### config.mk
export PLATFORM = sky130hd
export DESIGN_NAME = prbs_channel_test_engine
export DESIGN_NICKNAME = d
export VERILOG_FILES = /design/src/prbs_test_pkg.sv /design/src/prbs_channel_test_engine.sv
export VERILOG_INCLUDE_DIRS = /design/src
export SDC_FILE = /design/constraint.sdc
export NUM_CORES = 1
export LEC_CHECK = 0
export BUFFER_PORTS_ARGS = -buffer_cell sky130_fd_sc_hd__buf_4
export CAP_MARGIN = 20
export CORE_MARGIN = 5
export CORE_UTILIZATION = 62
export CTS_CLUSTER_SIZE = 40
export DETAILED_ROUTE_END_ITERATION = 8
export GPL_ROUTABILITY_DRIVEN = 0
export GPL_TIMING_DRIVEN = 0
export PLACE_DENSITY = 0.8
export SYNTH_ARGS = -nofsm -noshare
export SYNTH_HDL_FRONTEND = slang
export SYNTH_SLANG_ARGS = --single-unit
### constraint.sdc
create_clock -name pclk -period 3.56 [get_ports pclk]
set_input_delay 0.534 -clock pclk [delete_from_list [all_inputs] [get_ports pclk]]
set_output_delay 0.534 -clock pclk [all_outputs]
set_load 0.02 [all_outputs]
### src/prbs_test_defs.svh
`ifndef PRBS_TEST_DEFS_SVH
`define PRBS_TEST_DEFS_SVH

// Register indices; the APB byte address is four times the index.
`define IDX_FRAMER_SEL 8'h0F
`define IDX_DET_CTRL 8'h60
`define IDX_DET_STAT 8'h61
`define IDX_SHIFT_LEN 8'h62
`define IDX_FB_TAP 8'h63
`define IDX_ERR_INJ 8'h64
`define IDX_SEED0 8'h68
`define IDX_SEED1 8'h69
`define IDX_SEED2 8'h6A
`define IDX_SEED_LOAD 8'h6B
`define IDX_ERRCNT0 8'h6C
`define IDX_ERRCNT1 8'h6D
`define IDX_ERRCNT2 8'h6E
`define IDX_ERRCNT3 8'h6F
`define IDX_INT_STAT 8'h70
`define IDX_INT_MASK 8'h71
`define IDX_FRAMER_RST 8'h8A
`define IDX_TX_EN 8'hB0
`define IDX_TX_CHAN 8'hB2
`define IDX_TX_DATA 8'hB3
`define IDX_RX_EN 8'hD0
`define IDX_RX_CHAN 8'hD2
`define IDX_RX_DATA 8'hD3

// Field positions.
`define CTL_COUNT_MODE 7
`define CTL_TX_INV 5
`define CTL_RX_INV 4
`define CTL_AUTO_RESYNC 1
`define CTL_FORCE_RESYNC 0
`define STAT_SYNC 4
`define STAT_BIT_ERR 2
`define INJ_BIT 3
`define LOOPBACK_BIT 2
`define PAYLOAD_TEST_BIT 3
`define ACCESS_EN_BIT 0
`define INT_SYNC_GAIN 0
`define INT_SYNC_LOSS 1
`define INT_BIT_ERR 2

// Reset values.
`define RST_BYTE 8'h00
`define RST_SEED_BYTE 8'hFF
`define RST_LEN 8'h18
`define RST_TAP 8'h02

// Detector thresholds, in checked bits.
`define SYNC_MATCHES 6'd32
`define LOSS_ERRORS 3'd4

`endif

### src/prbs_test_pkg.sv
package prbs_test_pkg;
	typedef struct packed {
		logic valid;
		logic [7:0] chan;
		logic data;
	} slot_bit_t;

	typedef struct packed {
		logic valid;
		logic data;
	} line_bit_t;

	typedef enum logic [0:0] {
		DET_HUNT = 1'b0,
		DET_SYNC = 1'b1
	} det_state_t;
endpackage : prbs_test_pkg

### src/prbs_channel_test_engine.sv
`timescale 1ns/1ns
`include "prbs_test_defs.svh"
module prbs_channel_test_engine (
	input wire logic pclk, // APB clock, 25 MHz
	input wire logic presetn, // Asynchronous reset, active low
	input wire logic psel, // APB select
	input wire logic penable, // APB access phase
	input wire logic pwrite, // APB write
	input wire logic [11:0] paddr, // APB byte address
	input wire logic [31:0] pwdata, // APB write data
	output logic [31:0] prdata, // APB read data
	output logic pready, // APB ready
	output logic pslverr, // APB error on unmapped address
	output logic irq, // Level interrupt
	output logic [2:0] framer_sel, // Framer under test, zero based
	output logic diag_loopback, // Digital loopback for the selected framer
	input prbs_test_pkg::slot_bit_t tx_in, // Transmit payload bit from the framer
	output prbs_test_pkg::line_bit_t tx_out, // Transmit payload bit to the line
	input prbs_test_pkg::slot_bit_t rx_in // Receive payload bit from the line
);
	logic [7:0] framer_sel_r;
	logic [7:0] det_ctrl_r;
	logic [7:0] shift_len_r;
	logic [7:0] fb_tap_r;
	logic [7:0] err_inj_r;
	logic [7:0] seed_r [0:3];
	logic [7:0] framer_rst_r;
	logic [7:0] tx_en_r;
	logic [7:0] tx_chan_r;
	logic [7:0] tx_data_r;
	logic [7:0] rx_en_r;
	logic [7:0] rx_chan_r;
	logic [7:0] rx_data_r;
	logic [7:0] int_stat_r;
	logic [7:0] int_mask_r;
	logic [7:0] tx_tab [0:127];
	logic [7:0] rx_tab [0:31];
	logic [31:0] gen_r;
	logic [31:0] det_r;
	logic [31:0] run_cnt_r;
	logic [31:0] held_cnt_r;
	logic [5:0] match_cnt_r;
	logic [2:0] loss_cnt_r;
	logic bit_err_r;
	logic inj_pend_r;
	prbs_test_pkg::det_state_t det_state_r;
	prbs_test_pkg::det_state_t det_state_nxt;

	logic [7:0] idx;
	logic wr;
	logic rd;
	logic [7:0] rd_byte;
	logic mapped;
	logic tx_hit;
	logic rx_hit;
	logic gen_bit;
	logic rx_bit;
	logic rx_mismatch;
	logic sync_gain;
	logic sync_loss;
	logic err_event;
	logic [7:0] int_set;

	// Feedback bit of the shared polynomial: the bit at the programmed length xor the tap.
	function automatic logic lfsr_fb(input logic [31:0] s, input logic [7:0] len, input logic [7:0] tap);
		lfsr_fb = s[len[4:0]] ^ s[tap[4:0]];
	endfunction : lfsr_fb

	function automatic logic [31:0] lfsr_shift(input logic [31:0] s, input logic b);
		lfsr_shift = {s[30:0], b};
	endfunction : lfsr_shift

	assign idx = paddr[9:2];
	assign wr = psel & penable & pready & pwrite & (paddr[11:10] == 2'b00);
	assign rd = psel & penable & pready & ~pwrite & (paddr[11:10] == 2'b00);

	always_comb
	begin
		mapped = 1'b1;
		rd_byte = `RST_BYTE;
		unique case (idx)
			`IDX_FRAMER_SEL: rd_byte = framer_sel_r;
			`IDX_DET_CTRL: rd_byte = det_ctrl_r;
			`IDX_DET_STAT: rd_byte = {3'b000, det_state_r == prbs_test_pkg::DET_SYNC, 1'b0, bit_err_r, 2'b00};
			`IDX_SHIFT_LEN: rd_byte = shift_len_r;
			`IDX_FB_TAP: rd_byte = fb_tap_r;
			`IDX_ERR_INJ: rd_byte = err_inj_r;
			`IDX_SEED0: rd_byte = seed_r[0];
			`IDX_SEED1: rd_byte = seed_r[1];
			`IDX_SEED2: rd_byte = seed_r[2];
			`IDX_SEED_LOAD: rd_byte = seed_r[3];
			`IDX_ERRCNT0: rd_byte = held_cnt_r[7:0];
			`IDX_ERRCNT1: rd_byte = held_cnt_r[15:8];
			`IDX_ERRCNT2: rd_byte = held_cnt_r[23:16];
			`IDX_ERRCNT3: rd_byte = held_cnt_r[31:24];
			`IDX_INT_STAT: rd_byte = int_stat_r;
			`IDX_INT_MASK: rd_byte = int_mask_r;
			`IDX_FRAMER_RST: rd_byte = framer_rst_r;
			`IDX_TX_EN: rd_byte = tx_en_r;
			`IDX_TX_CHAN: rd_byte = tx_chan_r;
			`IDX_TX_DATA: rd_byte = tx_data_r;
			`IDX_RX_EN: rd_byte = rx_en_r;
			`IDX_RX_CHAN: rd_byte = rx_chan_r;
			`IDX_RX_DATA: rd_byte = rx_data_r;
			default: mapped = 1'b0;
		endcase
		if (paddr[11:10] != 2'b00)
		begin
			mapped = 1'b0;
		end
	end

	// Zero wait states: the answer is prepared in the setup cycle so every bus output is a flop.
	always_ff @(posedge pclk or negedge presetn)
	begin
		if (!presetn)
		begin
			pready <= 1'b0;
			pslverr <= 1'b0;
			prdata <= 32'h0000_0000;
		end
		else
		begin
			pready <= psel & ~penable;
			pslverr <= psel & ~penable & ~mapped;
			prdata <= (psel & ~penable & ~pwrite & mapped) ? {24'h00_0000, rd_byte} : 32'h0000_0000;
		end
	end

	always_ff @(posedge pclk or negedge presetn)
	begin
		if (!presetn)
		begin
			framer_sel_r <= `RST_BYTE;
			det_ctrl_r <= `RST_BYTE;
			shift_len_r <= `RST_LEN;
			fb_tap_r <= `RST_TAP;
			err_inj_r <= `RST_BYTE;
			framer_rst_r <= `RST_BYTE;
			tx_en_r <= `RST_BYTE;
			tx_chan_r <= `RST_BYTE;
			tx_data_r <= `RST_BYTE;
			rx_en_r <= `RST_BYTE;
			rx_chan_r <= `RST_BYTE;
			rx_data_r <= `RST_BYTE;
			int_mask_r <= `RST_BYTE;
			for (int i = 0; i < 4; i++)
			begin
				seed_r[i] <= `RST_SEED_BYTE;
			end
		end
		else if (wr && mapped)
		begin
			unique case (idx)
				`IDX_FRAMER_SEL: framer_sel_r <= pwdata[7:0];
				`IDX_DET_CTRL: det_ctrl_r <= pwdata[7:0];
				`IDX_SHIFT_LEN: shift_len_r <= pwdata[7:0];
				`IDX_FB_TAP: fb_tap_r <= pwdata[7:0];
				`IDX_ERR_INJ: err_inj_r <= pwdata[7:0];
				`IDX_SEED0: seed_r[0] <= pwdata[7:0];
				`IDX_SEED1: seed_r[1] <= pwdata[7:0];
				`IDX_SEED2: seed_r[2] <= pwdata[7:0];
				`IDX_SEED_LOAD: seed_r[3] <= pwdata[7:0];
				`IDX_INT_MASK: int_mask_r <= pwdata[7:0];
				`IDX_FRAMER_RST: framer_rst_r <= pwdata[7:0];
				`IDX_TX_EN: tx_en_r <= pwdata[7:0];
				`IDX_TX_CHAN: tx_chan_r <= pwdata[7:0];
				`IDX_TX_DATA: tx_data_r <= pwdata[7:0];
				`IDX_RX_EN: rx_en_r <= pwdata[7:0];
				`IDX_RX_CHAN: rx_chan_r <= pwdata[7:0];
				`IDX_RX_DATA: rx_data_r <= pwdata[7:0];
				default:
				begin
				end
			endcase
		end
	end

	// The tables are cleared at reset as well, so an unmarked slot never carries an unknown marking.
	always_ff @(posedge pclk or negedge presetn)
	begin
		if (!presetn)
		begin
			for (int i = 0; i < 128; i++)
			begin
				tx_tab[i] <= `RST_BYTE;
			end
			for (int i = 0; i < 32; i++)
			begin
				rx_tab[i] <= `RST_BYTE;
			end
		end
		else if (wr)
		begin
			if (idx == `IDX_TX_CHAN && tx_en_r[`ACCESS_EN_BIT])
			begin
				tx_tab[pwdata[6:0]] <= tx_data_r;
			end
			if (idx == `IDX_RX_CHAN && rx_en_r[`ACCESS_EN_BIT])
			begin
				rx_tab[pwdata[4:0]] <= rx_data_r;
			end
		end
	end

	assign tx_hit = tx_in.valid & tx_tab[tx_in.chan[6:0]][`PAYLOAD_TEST_BIT] & ~tx_in.chan[7];
	assign rx_hit = rx_in.valid & rx_tab[rx_in.chan[4:0]][`PAYLOAD_TEST_BIT] & (rx_in.chan[7:5] == 3'b000);
	assign gen_bit = lfsr_fb(gen_r, shift_len_r, fb_tap_r);

	// One error per rising edge of the inject bit; holding it high adds no more.
	always_ff @(posedge pclk or negedge presetn)
	begin
		if (!presetn)
		begin
			inj_pend_r <= 1'b0;
		end
		else if (wr && idx == `IDX_ERR_INJ && pwdata[`INJ_BIT] && !err_inj_r[`INJ_BIT])
		begin
			inj_pend_r <= 1'b1;
		end
		else if (tx_hit)
		begin
			inj_pend_r <= 1'b0;
		end
	end

	always_ff @(posedge pclk or negedge presetn)
	begin
		if (!presetn)
		begin
			gen_r <= 32'hFFFF_FFFF;
		end
		else if (wr && idx == `IDX_SEED_LOAD)
		begin
			gen_r <= {pwdata[7:0], seed_r[2], seed_r[1], seed_r[0]};
		end
		else if (tx_hit)
		begin
			gen_r <= lfsr_shift(gen_r, gen_bit);
		end
	end

	always_ff @(posedge pclk or negedge presetn)
	begin
		if (!presetn)
		begin
			tx_out <= '0;
		end
		else
		begin
			tx_out.valid <= tx_in.valid;
			tx_out.data <= tx_hit ? (gen_bit ^ det_ctrl_r[`CTL_TX_INV] ^ inj_pend_r) : tx_in.data;
		end
	end

	always_ff @(posedge pclk or negedge presetn)
	begin
		if (!presetn)
		begin
			framer_sel <= 3'b000;
			diag_loopback <= 1'b0;
			irq <= 1'b0;
		end
		else
		begin
			framer_sel <= framer_sel_r[7:5];
			diag_loopback <= framer_rst_r[`LOOPBACK_BIT];
			irq <= |(int_stat_r & int_mask_r);
		end
	end

	// The detector is self-synchronising: it shifts in received bits, so it locks without a seed.
	assign rx_bit = rx_in.data ^ det_ctrl_r[`CTL_RX_INV];
	assign rx_mismatch = lfsr_fb(det_r, shift_len_r, fb_tap_r) != rx_bit;

	always_ff @(posedge pclk or negedge presetn)
	begin
		if (!presetn)
		begin
			det_r <= 32'h0000_0000;
		end
		else if (rx_hit)
		begin
			det_r <= lfsr_shift(det_r, rx_bit);
		end
	end

	always_comb
	begin
		det_state_nxt = det_state_r;
		unique case (det_state_r)
			prbs_test_pkg::DET_HUNT:
			begin
				if (rx_hit && !rx_mismatch && match_cnt_r == `SYNC_MATCHES - 6'd1)
				begin
					det_state_nxt = prbs_test_pkg::DET_SYNC;
				end
			end
			prbs_test_pkg::DET_SYNC:
			begin
				if (rx_hit && rx_mismatch && det_ctrl_r[`CTL_AUTO_RESYNC] && loss_cnt_r == `LOSS_ERRORS - 3'd1)
				begin
					det_state_nxt = prbs_test_pkg::DET_HUNT;
				end
			end
		endcase
		if (wr && idx == `IDX_DET_CTRL && pwdata[`CTL_FORCE_RESYNC])
		begin
			det_state_nxt = prbs_test_pkg::DET_HUNT;
		end
	end

	assign sync_gain = det_state_r == prbs_test_pkg::DET_HUNT && det_state_nxt == prbs_test_pkg::DET_SYNC;
	assign sync_loss = det_state_r == prbs_test_pkg::DET_SYNC && det_state_nxt == prbs_test_pkg::DET_HUNT;
	assign err_event = rx_hit && rx_mismatch && det_state_r == prbs_test_pkg::DET_SYNC;

	always_ff @(posedge pclk or negedge presetn)
	begin
		if (!presetn)
		begin
			det_state_r <= prbs_test_pkg::DET_HUNT;
			match_cnt_r <= 6'd0;
			loss_cnt_r <= 3'd0;
		end
		else
		begin
			det_state_r <= det_state_nxt;
			if (det_state_nxt != det_state_r)
			begin
				match_cnt_r <= 6'd0;
				loss_cnt_r <= 3'd0;
			end
			else if (rx_hit)
			begin
				match_cnt_r <= rx_mismatch ? 6'd0 : match_cnt_r + 6'd1;
				loss_cnt_r <= rx_mismatch ? loss_cnt_r + 3'd1 : 3'd0;
			end
		end
	end

	// In counter mode only errors are counted; otherwise every checked bit is, to measure test length.
	always_ff @(posedge pclk or negedge presetn)
	begin
		if (!presetn)
		begin
			run_cnt_r <= 32'h0000_0000;
			held_cnt_r <= 32'h0000_0000;
		end
		else if (wr && idx == `IDX_ERRCNT0)
		begin
			held_cnt_r <= run_cnt_r;
			run_cnt_r <= 32'h0000_0000;
		end
		else if (det_ctrl_r[`CTL_COUNT_MODE] ? err_event : rx_hit)
		begin
			run_cnt_r <= run_cnt_r + 32'h0000_0001;
		end
	end

	// Bit error indication is sticky until status is read; an error in the read cycle wins.
	always_ff @(posedge pclk or negedge presetn)
	begin
		if (!presetn)
		begin
			bit_err_r <= 1'b0;
		end
		else if (err_event)
		begin
			bit_err_r <= 1'b1;
		end
		else if (rd && idx == `IDX_DET_STAT)
		begin
			bit_err_r <= 1'b0;
		end
	end

	always_comb
	begin
		int_set = 8'h00;
		int_set[`INT_SYNC_GAIN] = sync_gain;
		int_set[`INT_SYNC_LOSS] = sync_loss;
		int_set[`INT_BIT_ERR] = err_event;
	end

	always_ff @(posedge pclk or negedge presetn)
	begin
		if (!presetn)
		begin
			int_stat_r <= `RST_BYTE;
		end
		else if (wr && idx == `IDX_INT_STAT)
		begin
			int_stat_r <= (int_stat_r & ~pwdata[7:0]) | int_set;
		end
		else
		begin
			int_stat_r <= int_stat_r | int_set;
		end
	end
endmodule : prbs_channel_test_engine

==> results.sh <==
export IMPL_timing_critical_path_to="match_cnt_r[3]"
export IMPL_drt_total_wl_um=65700
export IMPL_worst_setup_path_start_kind="flip-flop"
export IMPL_tns_ps=0
export IMPL_yosys_register_bits=461
export IMPL_critPathRequiredTime_ps=4040
export IMPL_syn_area_mm2=0.0236
export IMPL_maxCapViolations=0
export IMPL_fin_skew_ps=40.7
export IMPL_grt_pass1_vias=17913
export IMPL_dp_hpwl_um=46200
export IMPL_cts_made_buffers=48
export IMPL_drtIter0Drc=2001
export IMPL_drv_slew=0
export IMPL_slowest_stage="mux4_2"
export IMPL_total_power_mw=11.1
export IMPL_r2r_cells=11
export IMPL_clock_fmax_mhz=295
export IMPL_die_w_um=205
export IMPL_rsz0062_at_grt="no"
export IMPL_fin_nets=2247
export IMPL_n_antenna_cell=0
export IMPL_relSlewSlack_pct=20.6
export IMPL_io_pins=110
export IMPL_crit_top_cell="mux4_2"
export IMPL_vias=17586
export IMPL_area_growth_pct=12.2
export IMPL_rr_startpoint="rx_tab[59]"
export IMPL_worstPathArrival_ps=3870
export IMPL_max_stage_delay_ps=500
export IMPL_synthCells=2044
export IMPL_ys_seq_area_share_pct=49.3
export IMPL_yosysUniqueCellTypes=67
export IMPL_stdcell_count=2721
export IMPL_synth_edff_count=0
export IMPL_ys_async_sr_fraction_pct=100
export IMPL_dpl_cell_count=2634
export IMPL_post_route_drc_count=0
export IMPL_status="completed"
export IMPL_setup_viol=0
export IMPL_final_cell_mix="394 x dfrtp_1, 331 x mux2_2, 241 x nand2_1"
export IMPL_cts_tree="done"
export IMPL_cp_end_kind="flip-flop"
export IMPL_wl_per_cell_um=24.1
export IMPL_first_pass_iters=7
export IMPL_antenna_found_initial=1
export IMPL_cp_cell_sequence="mux4_2 -> mux4_2 -> mux2i_4 -> nor4_1 -> buf_6 -> a41oi_1 -> a31oi_1 -> o21a_1 -> ha_2 -> nand3_2 -> o311ai_2"
export IMPL_reg2reg_slack_ps=180
export IMPL_cts_root_buf="clkbuf_16"
export IMPL_initial_utilization_pct=62.7
export IMPL_crit_type="reg2reg"
export IMPL_ant_nets=0
export IMPL_finalHoldViolCount=0
export IMPL_grt_usage_pct=31.6
export IMPL_hp_class="in2reg"
export IMPL_leakagePower_nw=11.9
export IMPL_p_per_area_mw_per_mm2=421
export IMPL_coreArea_mm2=0.0376
export IMPL_layout_commonest_cell="dfrtp_1"
export IMPL_drive_gt1_share_pct=31.9
export IMPL_port_buffers=50
export IMPL_clkSlewWorstSetupHoldPaths_ps=60
export IMPL_synthFlopType="dfrtp_1"
export IMPL_ctsHtreeMaxLevel=2
export IMPL_crit_start="rx_tab[59]"
export IMPL_gr_total_overflow=0
export IMPL_fin_crit_sh_pct=95.1
export IMPL_fp_dieArea_mm2=0.0420
export IMPL_clockBufferDepth=3
export IMPL_clock_sinks=461
export IMPL_timing_rr_end="match_cnt_r[3]"
export IMPL_viasPerCell=6.46
export IMPL_synth_area_per_cell_um2=11.5
export IMPL_num_rows=71
export IMPL_yosysWarningCount=0
export IMPL_grt_pass1_wl_um=103000
export IMPL_crit_fanout=19
export IMPL_tightestPinTransition_ps=1180
export IMPL_layout_min_cycle_time_ps=3380
export IMPL_grt_max_degree=122
export IMPL_clock_latency_ps=610
export IMPL_die_y_um=205
export IMPL_irDropWorstVdd_mv=0.325
==> cell type report <==
| type | instances | area [µm²] |
|---|---|---|
| clock buffers | 67 | 1350 |
| fillers | 2600 | 11100 |
| plain buffers | 152 | 748 |
| flip-flops and latches | 461 | 11600 |
| multi-input cells | 1436 | 11200 |
| repair buffers | 58 | 523 |
| well taps | 511 | 639 |
| clock inverters | 21 | 268 |
| inverters | 15 | 56.3 |
==> Yosys cell counts (8+ instances only) <==
cell | number | share of area (%)
dfrtp_1 | 394 | 42
mux2_2 | 331 | 16
nand2_1 | 241 | 3.8
nor2_1 | 239 | 3.8
clkbuf_1 | 92 | 1.5
mux2i_1 | 81 | 3.4
a21oi_1 | 76 | 1.6
mux4_2 | 71 | 6.8
dfstp_2 | 67 | 7.5
a22oi_1 | 49 | 1.6
nand3_1 | 37 | 0.79
buf_4 | 34 | 1.1
or2_2 | 26 | 0.69
and3_1 | 19 | 0.50
nor2b_1 | 19 | 0.50
a222oi_1 | 17 | 0.72
o21ai_0 | 17 | 0.36
and2_1 | 16 | 0.42
buf_2 | 16 | 0.34
inv_1 | 15 | 0.24
nand2b_1 | 15 | 0.40
a221oi_1 | 13 | 0.48
nand4_1 | 13 | 0.35
nand3b_1 | 12 | 0.38
a21boi_0 | 9 | 0.29
buf_1 | 9 | 0.14
o211ai_1 | 8 | 0.25
==> worst min path at each step <==
stage | start | to | slack, ps | cells after the start
2_1_floorplan | presetn | bit_err_r | 240 | 0
3_3_place_gp | framer_sel_r[5] | framer_sel[0] | 410 | 0
3_5_place_dp | presetn | tx_tab[699] | 420 | 1
4_1_cts | tx_in[9] | tx_out[1] | 30 | 1
5_1_grt | tx_in[9] | tx_out[1] | 30 | 1
6_report | tx_in[9] | tx_out[1] | 50 | 1
==> critical path: cells and delay by family (launching register included) <==
kind / cells / cell delay, ps
simple gates: 2 / 290
mux: 3 / 1190
compound gates: 4 / 760
fa+ha+maj: 1 / 410
flops: 1 / 390
buf+inv: 1 / 200
==> what timing repair did <==
item,CTS,global route
hold buffers,1,0
endpoints found under the setup margin,9,5
hold endpoints to repair,37,0
pin swaps,1,0
resized for setup,2,4
setup buffers,1,0
==> per-layer routing <==
metal / part of all wire (%) / track usage, %
met5: 0.012 / 0
met4: 4.3 / 12.5
met1: 39 / 42.7
met3: 9.6 / 7.74
met2: 47 / 50.0
==> registers in the layout, indices dropped and copies added (netlist names), 32 cells and up <==
| name | count |
|---|---|
| det_r | 32 |
| gen_r | 32 |
| seed_r | 32 |
| held_cnt_r | 32 |
| rx_tab | 32 |
| run_cnt_r | 32 |
| tx_tab | 128 |
==> stage by stage <==
step,setup WS [ps],util [%],cell area (µm²),hold slack (ps)
after floorplan,126,-,23600,238
after global placement,-2550,65.6,24700,414
after detailed placement,-1000,66.0,24800,425
after CTS,20.5,70.3,26400,32.3
after global routing,14.9,70.4,26400,33.0
final,176,70.4,26400,50.5
==> power by group <==
| part | total [mW] | internal (mW) | switching (mW) |
|---|---|---|---|
| Clock | 5.19 | 3.03 | 2.16 |
| Sequential | 5.34 | 5.31 | 0.0358 |
| Combinational | 0.596 | 0.211 | 0.385 |
==> cell families (layout without fill, tap and decap cells) <==
logic type,Yosys count,in the layout,synth area share (%)
simple gates,682,682,13.5
flops,461,461,49.3
mux,484,484,26.1
xor+xnor,9,9,0.446
fa+ha+maj,6,6,0.319
other cells,1,24,0.0159
buf+inv,170,313,3.46
compound gates,231,231,6.77
No activity file was read; power rests on OpenSTA's default activity.
